`config.mk`:
```
export PLATFORM = sky130hd
export DESIGN_NAME = pec_top
export DESIGN_NICKNAME = d
export VERILOG_FILES = /design/src/logic/pec_counter.v /design/src/logic/pec_delay.v /design/src/logic/pec_top.v
export VERILOG_INCLUDE_DIRS = /design/src /design/src/logic
export SDC_FILE = /design/constraint.sdc
export NUM_CORES = 1
export LEC_CHECK = 0
export BUFFER_PORTS_ARGS = -buffer_cell sky130_fd_sc_hd__buf_2
export CELL_PAD_IN_SITES_DETAIL_PLACEMENT = 0
export CELL_PAD_IN_SITES_GLOBAL_PLACEMENT = 1
export CORE_ASPECT_RATIO = 1.75
export CORE_MARGIN = 2
export CORE_UTILIZATION = 45
export DETAILED_ROUTE_END_ITERATION = 10
export HOLD_SLACK_MARGIN = 0.03
export PLACE_DENSITY_LB_ADDON = 0.1
export SYNTH_ARGS = -nofsm -noshare
export SYNTH_HDL_FRONTEND = slang
export SYNTH_HIERARCHICAL = 1
export SYNTH_SLANG_ARGS = --single-unit
export TNS_END_PERCENT = 1
```
`constraint.sdc`:
```
create_clock -name i_clk -period 6.47 [get_ports i_clk]
set_clock_uncertainty 0.15 [all_clocks]
set_input_delay 1.941 -clock i_clk [delete_from_list [all_inputs] [get_ports i_clk]]
set_output_delay 1.941 -clock i_clk [all_outputs]
set_load 0.03 [all_outputs]
```
`src/logic/pec_regs.vh`:
```
`ifndef PEC_REGS_VH
`define PEC_REGS_VH

////////////////////////////////////////////////////////////////////////////
// Counter geometry
`define PEC_CTR_W        20
`define PEC_CTR_MAX      20'hF_FFFF
`define PEC_INC_W        4

////////////////////////////////////////////////////////////////////////////
// Retire and fetch lanes
`define PEC_RET_LANES    11
`define PEC_RET_MAX_INC  4'h8
`define PEC_BACKLOG_W    6
`define PEC_FETCH_LANES  4

////////////////////////////////////////////////////////////////////////////
// Cycles by which the cache miss input leads the other events
`define PEC_EARLY_CYC    3

////////////////////////////////////////////////////////////////////////////
// Method select values
`define PEC_METHOD_AGG   1'b0
`define PEC_METHOD_SMP   1'b1

////////////////////////////////////////////////////////////////////////////
// Input select values in aggregate mode
`define PEC_SEL_RET_CYC  2'h0
`define PEC_SEL_CYC_UND  2'h1
`define PEC_SEL_RET_MISS 2'h2
`define PEC_SEL_CYC_RPL  2'h3

////////////////////////////////////////////////////////////////////////////
// Summary bit positions
`define PEC_SUM_CTR0     0
`define PEC_SUM_CTR1     1

////////////////////////////////////////////////////////////////////////////
// Fixed increments
`define PEC_INC_ONE      4'h1
`define PEC_INC_ZERO     4'h0

`endif

```
`src/logic/pec_counter.v`:
```
`include "pec_regs.vh"

module pec_counter #(
   parameter W = `PEC_CTR_W
) (
   input  wire                  i_clk,
   input  wire                  i_rst_b,
   input  wire                  i_wr,
   input  wire [W-1:0]          i_wr_data,
   input  wire                  i_en,
   input  wire [`PEC_INC_W-1:0] i_inc,
   input  wire                  i_clr,
   input  wire                  i_priv_exit,
   output wire [W-1:0]          o_value,
   output wire                  o_ovf,
   output wire                  o_wr_ovf
);

   reg  [W-1:0] count_q;
   reg          pend_q;
   wire [W:0]   sum;
   wire         at_thresh;

   assign sum       = {1'b0, count_q} + {{(W-3){1'b0}}, i_inc};
   assign at_thresh = (count_q == {W{1'b1}});

   ////////////////////////////////////////////////////////////////////////
   // Count; a write takes priority over counting in the same cycle
   always @(posedge i_clk) begin
      if (!i_rst_b) begin
         count_q <= {W{1'b0}};
      end else if (i_wr) begin
         count_q <= i_wr_data;
      end else if (i_en) begin
         count_q <= sum[W-1:0];
      end
   end

   assign o_ovf = i_en & ~i_wr & sum[W];

   ////////////////////////////////////////////////////////////////////////
   // Write-at-threshold latch; a second write clears it, hence the
   // double write at init
   always @(posedge i_clk) begin
      if (!i_rst_b) begin
         pend_q <= 1'b0;
      end else if (i_wr) begin
         pend_q <= at_thresh;
      end else if (i_clr | i_priv_exit) begin
         pend_q <= 1'b0;
      end
   end

   assign o_wr_ovf = pend_q & i_priv_exit;
   assign o_value  = count_q;

endmodule

```
`src/logic/pec_delay.v`:
```
module pec_delay #(
   parameter W = 8,
   parameter N = 3
) (
   input  wire         i_clk,
   input  wire         i_rst_b,
   input  wire [W-1:0] i_data,
   output wire [W-1:0] o_data
);

   // Shift line; output taken from the last stage flops
   reg [W*N-1:0] pipe_q;

   always @(posedge i_clk) begin
      if (!i_rst_b) begin
         pipe_q <= {(W*N){1'b0}};
      end else begin
         pipe_q <= {pipe_q[W*(N-1)-1:0], i_data};
      end
   end

   assign o_data = pipe_q[W*N-1 -: W];

endmodule

```
`src/logic/pec_top.v`:
```
`include "pec_regs.vh"

module pec_top #(
   parameter CW = `PEC_CTR_W,
   parameter RL = `PEC_RET_LANES,
   parameter FL = `PEC_FETCH_LANES,
   parameter BW = `PEC_BACKLOG_W
) (
   input  wire          i_clk,
   input  wire          i_rst_b,
   // Counter writes from privileged firmware
   input  wire          i_ctr0_wr,
   input  wire [CW-1:0] i_ctr0_wr_data,
   input  wire          i_ctr1_wr,
   input  wire [CW-1:0] i_ctr1_wr_data,
   // Control bits
   input  wire          i_method_select,
   input  wire [1:0]    i_input_select,
   input  wire [1:0]    i_counter_irq_enable,
   input  wire          i_system_count_enable,
   input  wire          i_process_count_enable,
   input  wire          i_counter_zero_enable,
   input  wire          i_counter_one_enable,
   input  wire [1:0]    i_hw_irq_clear,
   input  wire          i_privileged_firmware_mode,
   // Core events
   input  wire [RL-1:0] i_retire_valid,
   input  wire [RL-1:0] i_retire_squash,
   input  wire [FL-1:0] i_fetch_valid,
   input  wire [FL-1:0] i_fetch_squash,
   input  wire [FL-1:0] i_fetch_nop,
   input  wire [FL-1:0] i_fetch_cond_move,
   input  wire          i_cache_miss,
   input  wire          i_replay_trap,
   // Status
   output wire [CW-1:0] o_event_counter_zero,
   output wire [CW-1:0] o_event_counter_one,
   output wire [1:0]    o_counter_irq_summary,
   output wire          o_irq_summary
);

   ////////////////////////////////////////////////////////////////////////
   // Helpers

   function [3:0] pop_ret;
      input [RL-1:0] v;
      integer k;
      begin
         pop_ret = 4'h0;
         for (k = 0; k < RL; k = k + 1) begin
            pop_ret = pop_ret + {3'h0, v[k]};
         end
      end
   endfunction

   function [3:0] pop_fetch;
      input [FL-1:0] v;
      integer k;
      begin
         pop_fetch = 4'h0;
         for (k = 0; k < FL; k = k + 1) begin
            pop_fetch = pop_fetch + {3'h0, v[k]};
         end
      end
   endfunction

   function [CW-1:0] add_inc;
      input [CW-1:0] a;
      input [3:0]    b;
      begin
         add_inc = a + {{(CW-4){1'b0}}, b};
      end
   endfunction

   ////////////////////////////////////////////////////////////////////////
   // Early-event alignment
   // Everything but the cache miss is delayed, so the miss input is
   // effectively seen three cycles ahead of the rest

   localparam DW = 4 + 1 + 4 * FL;

   wire [3:0]    ret_now;
   wire [DW-1:0] dly_in;
   wire [DW-1:0] dly_out;
   wire [3:0]    ret_dly;
   wire          rpl_dly;
   wire [FL-1:0] fv_dly;
   wire [FL-1:0] fs_dly;
   wire [FL-1:0] fn_dly;
   wire [FL-1:0] fc_dly;

   assign ret_now = pop_ret(i_retire_valid & ~i_retire_squash);

   assign dly_in = {ret_now, i_replay_trap, i_fetch_valid,
                    i_fetch_squash, i_fetch_nop, i_fetch_cond_move};

   pec_delay #(
      .W (DW),
      .N (`PEC_EARLY_CYC)
   ) u_align (
      .i_clk   (i_clk),
      .i_rst_b (i_rst_b),
      .i_data  (dly_in),
      .o_data  (dly_out)
   );

   assign ret_dly = dly_out[DW-1 -: 4];
   assign rpl_dly = dly_out[4*FL];
   assign fv_dly  = dly_out[4*FL-1 -: FL];
   assign fs_dly  = dly_out[3*FL-1 -: FL];
   assign fn_dly  = dly_out[2*FL-1 -: FL];
   assign fc_dly  = dly_out[FL-1:0];

   ////////////////////////////////////////////////////////////////////////
   // Enables and mode decode

   wire qual;
   wire en0;
   wire en1;
   wire agg;
   wire c0_ret;

   assign qual = i_system_count_enable | i_process_count_enable;
   assign en0  = i_counter_zero_enable & qual;
   assign en1  = i_counter_one_enable & qual;
   assign agg  = (i_method_select == `PEC_METHOD_AGG);
   assign c0_ret = agg & ~i_input_select[0];

   ////////////////////////////////////////////////////////////////////////
   // Retire backlog
   // Up to eight retires go in per cycle; the rest wait here. The backlog
   // is held, not dropped, while counting is off, so it shows as the
   // in-flight part of a read

   reg  [BW-1:0] backlog_q;
   reg  [BW-1:0] backlog_d;
   reg  [3:0]    ret_add;
   wire [BW-1:0] ret_total;

   assign ret_total = backlog_q + {{(BW-4){1'b0}}, ret_dly};

   always @* begin
      if (ret_total > {{(BW-4){1'b0}}, `PEC_RET_MAX_INC}) begin
         ret_add = `PEC_RET_MAX_INC;
      end else begin
         ret_add = ret_total[3:0];
      end
      backlog_d = backlog_q;
      if (en0 & c0_ret & ~i_ctr0_wr) begin
         backlog_d = ret_total - {{(BW-4){1'b0}}, ret_add};
      end
   end

   // Limitation: a sustained burst above eight per cycle saturates nothing;
   // the core cannot keep that up, so the backlog stays small
   always @(posedge i_clk) begin
      if (!i_rst_b) begin
         backlog_q <= {BW{1'b0}};
      end else begin
         backlog_q <= backlog_d;
      end
   end

   ////////////////////////////////////////////////////////////////////////
   // Fetched-instruction count for sampling mode
   // A squashed no-op still counts; a conditional move counts its first
   // half now and its second half in the next cycle

   wire [FL-1:0] f_cnt;
   wire [3:0]    f_now;
   wire [3:0]    f_inc;
   reg  [3:0]    conditional_move_q;

   assign f_cnt = fv_dly & (~fs_dly | fn_dly);
   assign f_now = pop_fetch(f_cnt);
   assign f_inc = f_now + conditional_move_q;

   always @(posedge i_clk) begin
      if (!i_rst_b) begin
         conditional_move_q <= 4'h0;
      end else begin
         conditional_move_q <= pop_fetch(f_cnt & fc_dly);
      end
   end

   ////////////////////////////////////////////////////////////////////////
   // Event selection

   reg [3:0] inc0;
   reg [3:0] inc1;

   always @* begin
      inc0 = `PEC_INC_ZERO;
      inc1 = `PEC_INC_ZERO;
      if (!agg) begin
         inc0 = f_inc;
         inc1 = `PEC_INC_ONE;
      end else begin
         case (i_input_select)
            `PEC_SEL_RET_CYC: begin
               inc0 = ret_add;
               inc1 = `PEC_INC_ONE;
            end
            `PEC_SEL_CYC_UND: begin
               inc0 = `PEC_INC_ONE;
               inc1 = `PEC_INC_ZERO;
            end
            `PEC_SEL_RET_MISS: begin
               inc0 = ret_add;
               inc1 = {3'h0, i_cache_miss};
            end
            `PEC_SEL_CYC_RPL: begin
               inc0 = `PEC_INC_ONE;
               inc1 = {3'h0, rpl_dly};
            end
            default: begin
               inc0 = `PEC_INC_ZERO;
               inc1 = `PEC_INC_ZERO;
            end
         endcase
      end
   end

   ////////////////////////////////////////////////////////////////////////
   // Leaving privileged firmware mode

   reg  priv_q;
   wire priv_exit;

   always @(posedge i_clk) begin
      if (!i_rst_b) begin
         priv_q <= 1'b1;
      end else begin
         priv_q <= i_privileged_firmware_mode;
      end
   end

   assign priv_exit = priv_q & ~i_privileged_firmware_mode;

   ////////////////////////////////////////////////////////////////////////
   // Counters

   wire [CW-1:0] val0;
   wire [CW-1:0] val1;
   wire          ovf0;
   wire          ovf1;
   wire          wovf0;
   wire          wovf1;

   pec_counter #(
      .W (CW)
   ) u_ctr0 (
      .i_clk       (i_clk),
      .i_rst_b     (i_rst_b),
      .i_wr        (i_ctr0_wr),
      .i_wr_data   (i_ctr0_wr_data),
      .i_en        (en0),
      .i_inc       (inc0),
      .i_clr       (i_hw_irq_clear[`PEC_SUM_CTR0]),
      .i_priv_exit (priv_exit),
      .o_value     (val0),
      .o_ovf       (ovf0),
      .o_wr_ovf    (wovf0)
   );

   pec_counter #(
      .W (CW)
   ) u_ctr1 (
      .i_clk       (i_clk),
      .i_rst_b     (i_rst_b),
      .i_wr        (i_ctr1_wr),
      .i_wr_data   (i_ctr1_wr_data),
      .i_en        (en1),
      .i_inc       (inc1),
      .i_clr       (i_hw_irq_clear[`PEC_SUM_CTR1]),
      .i_priv_exit (priv_exit),
      .o_value     (val1),
      .o_ovf       (ovf1),
      .o_wr_ovf    (wovf1)
   );

   ////////////////////////////////////////////////////////////////////////
   // Summary bits; a set in the same cycle as a clear wins

   reg  [1:0] summ_q;
   wire [1:0] summ_set;
   wire [1:0] summ_clr;
   wire [1:0] summ_d;

   assign summ_set = i_counter_irq_enable &
                     ({ovf1, ovf0} | {wovf1, wovf0});
   assign summ_clr = i_hw_irq_clear | {i_ctr1_wr, i_ctr0_wr};
   assign summ_d   = (summ_q & ~summ_clr) | summ_set;

   always @(posedge i_clk) begin
      if (!i_rst_b) begin
         summ_q <= 2'h0;
      end else begin
         summ_q <= summ_d;
      end
   end

   ////////////////////////////////////////////////////////////////////////
   // Interrupt delivery, held back in firmware mode

   reg irq_q;

   always @(posedge i_clk) begin
      if (!i_rst_b) begin
         irq_q <= 1'b0;
      end else begin
         irq_q <= (|summ_d) & ~i_privileged_firmware_mode;
      end
   end

   ////////////////////////////////////////////////////////////////////////
   // Read view
   // The read adds this cycle's increment even with counting off; the
   // cheaper path was kept over an exact disabled read

   reg [CW-1:0] rd0_q;
   reg [CW-1:0] rd1_q;

   always @(posedge i_clk) begin
      if (!i_rst_b) begin
         rd0_q <= {CW{1'b0}};
         rd1_q <= {CW{1'b0}};
      end else begin
         rd0_q <= add_inc(val0, inc0);
         rd1_q <= add_inc(val1, inc1);
      end
   end

   assign o_event_counter_zero  = rd0_q;
   assign o_event_counter_one   = rd1_q;
   assign o_counter_irq_summary = summ_q;
   assign o_irq_summary         = irq_q;

endmodule
```
==> results.md <==
Drt:
- The total number of vias is 5,851.
- In the routed layout, each cell is associated on average with a via count of 5.08.
- The count of antenna-violating nets left after detailed routing is 0.
- The pre-antenna-repair detailed-routing pass consisted of 4 iterations.
- In the routed design, unresolved DRC markers number 0.
- The violation count after the first detailed-route iteration is 163.
- The average wire length per cell after detail routing is 14.2 um.
- Summed over all layers, the routed wires come to 16,300 um.

Pwr:
- The maximum vdd ir drop is 0.000145 V.
- The power per cell area is 258 nW/um2.
- The overall power is 0.00227 W.
- Summed over all cells, the static leakage comes to 3.76 nW.

Setup path:
- The largest individual stage delay along the critical path comes from the cell fa_1.
- By startpoint and endpoint, the worst setup path is classified as in2reg.
- The arrival time of data at the critical path endpoint is 4980 ps.
- The critical path goes through buf_2 -> nand2b_1 -> fa_1 -> fa_1 -> fa_1 -> inv_1 -> fa_1 -> fa_1 -> xnor2_1 -> and2_2.
- The cell with the most instances on the worst path is fa_1.
- STA classifies the critical path startpoint as an input port.
- Along the worst path, the maximum fanout reaches 2.
- The largest stage delay on the critical path is 550 ps.
- The worst setup path is captured at a flip-flop.
- STA puts the critical path data required time at 6630 ps.

Yosys:
- The cell count after synthesis came out at 806.
- The compound-gate portion of the synthesized area is 0.133.
- The post-synthesis share of cell area spent on xor and xnor gates is 0.0732.
- In this run, synthesis produced a sequential element count of 158.
- Summed over all instances, the cell type with the most area after synthesis is dfxtp_1.
- Counting flops with a built-in enable in the synthesized netlist gives 0.
- Among all flip-flop cells after synthesis, the most frequent one is dfxtp_1.
- The combinational family with the most area after synthesis is simple AND/OR/NAND/NOR gates.
- The commonest cells after synthesis are 158 x dfxtp_1, 65 x and2_2, 60 x a21oi_1, 46 x o21ai_0, 45 x nand2_1.
- Of the total synthesized cell area, the portion taken by full adders, half adders and majority gates is 0.0780.
- The share of synthesized flip-flops with an asynchronous set or reset is 0.
- In the post-synthesis netlist, the biggest area contributors are dfxtp_1 42%, and2_2 6.5%, xor2_1 4.4%, a21oi_1 4.0%, fa_1 4.0%.
- The per-instance average area after synthesis is 9.35 um2.
- Of the post-synthesis cell area, the dominant cell type holds 0.420.
- The post-synthesis instance area is 7540 um2.
- The proportion of synthesized chip area in sequential cells is 0.420.
- The most instantiated library cell after synthesis is dfxtp_1.
- The share of synthesized cell area in and, or, nand and nor gates is 0.230.
- The number of different library cells used by synthesis comes to 64.
- Of the post-synthesis cell area, the part taken by muxes is 0.00531.
- Yosys printed 6 warnings.

Clock tree:
- The root buffer cell chosen for the clock tree is clkbuf_16.
- The count of cells resized by post-cts repair is 0.
- After clock tree synthesis, the clock-pin slew on the worst setup and hold paths is 70 ps.
- The clock passes through at most 2 buffers.
- The clock tree from TritonCTS is done.
- The clock drives 158 sinks.
- The source-to-sink clock delay at the later pin of the worst-skew pair is 430 ps.
- The count of H-tree levels built during CTS is 4.
- Once the clock tree was built, the setup fixing pass inserted 0 buffers.
- The number of buffers added to fix hold violations after cts is 0.
- Counting the buffers created by CTS gives 17.

Global route:
- The first global-routing pass estimated 26,300 um of wire.
- The number of antenna violations at the first check in global routing is 0.
- The total routing resource utilization after global routing is 0.187.
- The total grt overflow is 0.
- The maximum number of pins on one net before global-route repair is 82.
- The via count of the first global-routing pass is 5,709.

STA:
- The number of hold violations in the final report was 0.
- Derived from the worst setup path, the maximum achievable clock frequency is 207 MHz.
- The count of final max-slew check failures came to 0.
- Setup slack closes at 1650 ps.
- The minimum clock period is 4820 ps.
- Setup repair after global routing left no endpoint under its margin.
- The setup TNS is 0 ps.
- Setup violations remaining at the end of the flow were counted as 0.
- At the pin with the least slew margin, the transition time is 1040 ps.
- Of the available clock period, the critical path in the final layout requires 0.745.
- The worst pin sits at a relative slew slack of 0.300.

Finish:
- The layout overhead on the synthesized area is 16.4%.
- The number of antenna diodes in the final layout is 0.
- The final layout contains 1,048 nets.
- Of the cells placed in the final design, the portion with a size suffix greater than 1 is 0.278.

Place:
- The minimum setup slack after placement is 1200 ps.
- During placement, the flow inserted port buffers numbering 138.
- The weighted congestion reported at the end of routability-driven placement is 0.854.
- The post-DP HPWL is 12,100 um.

Floorplan:
- Measured along the x axis, the die boundary spans 102 um.
- The placeable core area is 16,400 um2.
- The floorplan step defined a die boundary enclosing 17,800 um2.
- The initial utilization of the core area, before any placement, comes to 0.458.
- The placement row count is 62.
- The floorplan step set the die height to 175 um.
- The number of primary I/O pins is 139.

Job:
- Max-cap violations in this run came to 0.

Outcome:
- The flow ran to the end, and the final reports show no timing, DRC or antenna violations.

Hold path:
- The type of the tightest min-delay check is reg2reg.
## report_power, final
group,switching (W),internal (W)
clock,0.000420,0.000518
combinational,0.000143,0.000114
sequential,0.0000426,0.00103
total,0.000606,0.00166
## cells by family after synthesis
group / after synthesis
buffers and inverters: 89
other: 2
flip-flops: 158
AND/OR/NAND/NOR: 294
adder cells (fa/ha/maj): 38
XOR/XNOR: 63
AO/OA/AOI/OAI: 158
multiplexers: 4
## routing by layer
metal | vias to the layer above | routed length [um] | part of all wire | global-route usage
li1 | 2955 | - | - | -
met1 | 2744 | 6550 | 0.40 | 0.204
met2 | 130 | 8780 | 0.54 | 0.346
met3 | 22 | 711 | 0.044 | 0.0428
met4 | 0 | 294 | 0.018 | 0.0667
met5 | - | 0 | 0 | 0
## placed cells by master, fill, tap and decap left out, types with 17 or more instances in the layout
cell	instances
and2_2	65
nand3_1	32
inv_1	34
ha_1	23
nand2_1	45
nor2_1	38
xor2_1	38
o21ai_0	46
dfxtp_1	158
clkbuf_16	17
nand4_1	20
a21oi_1	60
xnor2_1	25
buf_2	138
## critical path: cells and delay by family
kind | cells | cell delay, ps
adder cells (fa/ha/maj) | 5 | 2430
XOR/XNOR | 1 | 130
buffers and inverters | 2 | 140
AND/OR/NAND/NOR | 2 | 330
## path summary, 6_finish.rpt
path	startpoint	slack [ps]	cells past startpoint	end
setup / recovery	i_retire_squash[0]	1650	10	u_align/pipe_q[19]
hold reg to reg	u_align/pipe_q[2]	290	1	u_align/pipe_q[23]
setup reg to reg	u_align/pipe_q[59]	1780	15	o_irq_summary
hold / removal	u_align/pipe_q[2]	290	1	u_align/pipe_q[23]
## layout make-up
type / instances / area, um2
Fill cell: 1578 / 7670
Multi-Input combinational cell: 562 / 3930
Sequential cell: 158 / 3160
Timing Repair Buffer: 140 / 706
Clock buffer: 19 / 453
Tap cell: 224 / 280
Inverter: 35 / 131
Clock inverter: 13 / 106
## through the flow
stage               hold WS (ps)   util  std cells  cell area [um2]
floorplan                    270      -        809             7550
global placement             277  0.499       1119             8210
global route                 301  0.533       1151             8770
finish                       293  0.533       1151             8770
CTS                          296  0.533       1151             8770
detailed placement           281  0.499       1119             8210
## state kept, by name, summed over array words and instances (netlist names)
register               flops
priv_q                     1
o_counter_irq_summary      2
conditional_move_q         3
o_event_counter_one       20
o_event_counter_zero      20
u_ctr1/o_value            20
o_irq_summary              1
u_ctr0/pend_q              1
u_ctr0/o_value            20
backlog_q                  6
u_ctr1/pend_q              1
u_align/pipe_q            63
(Power assumes the default switching activity.)
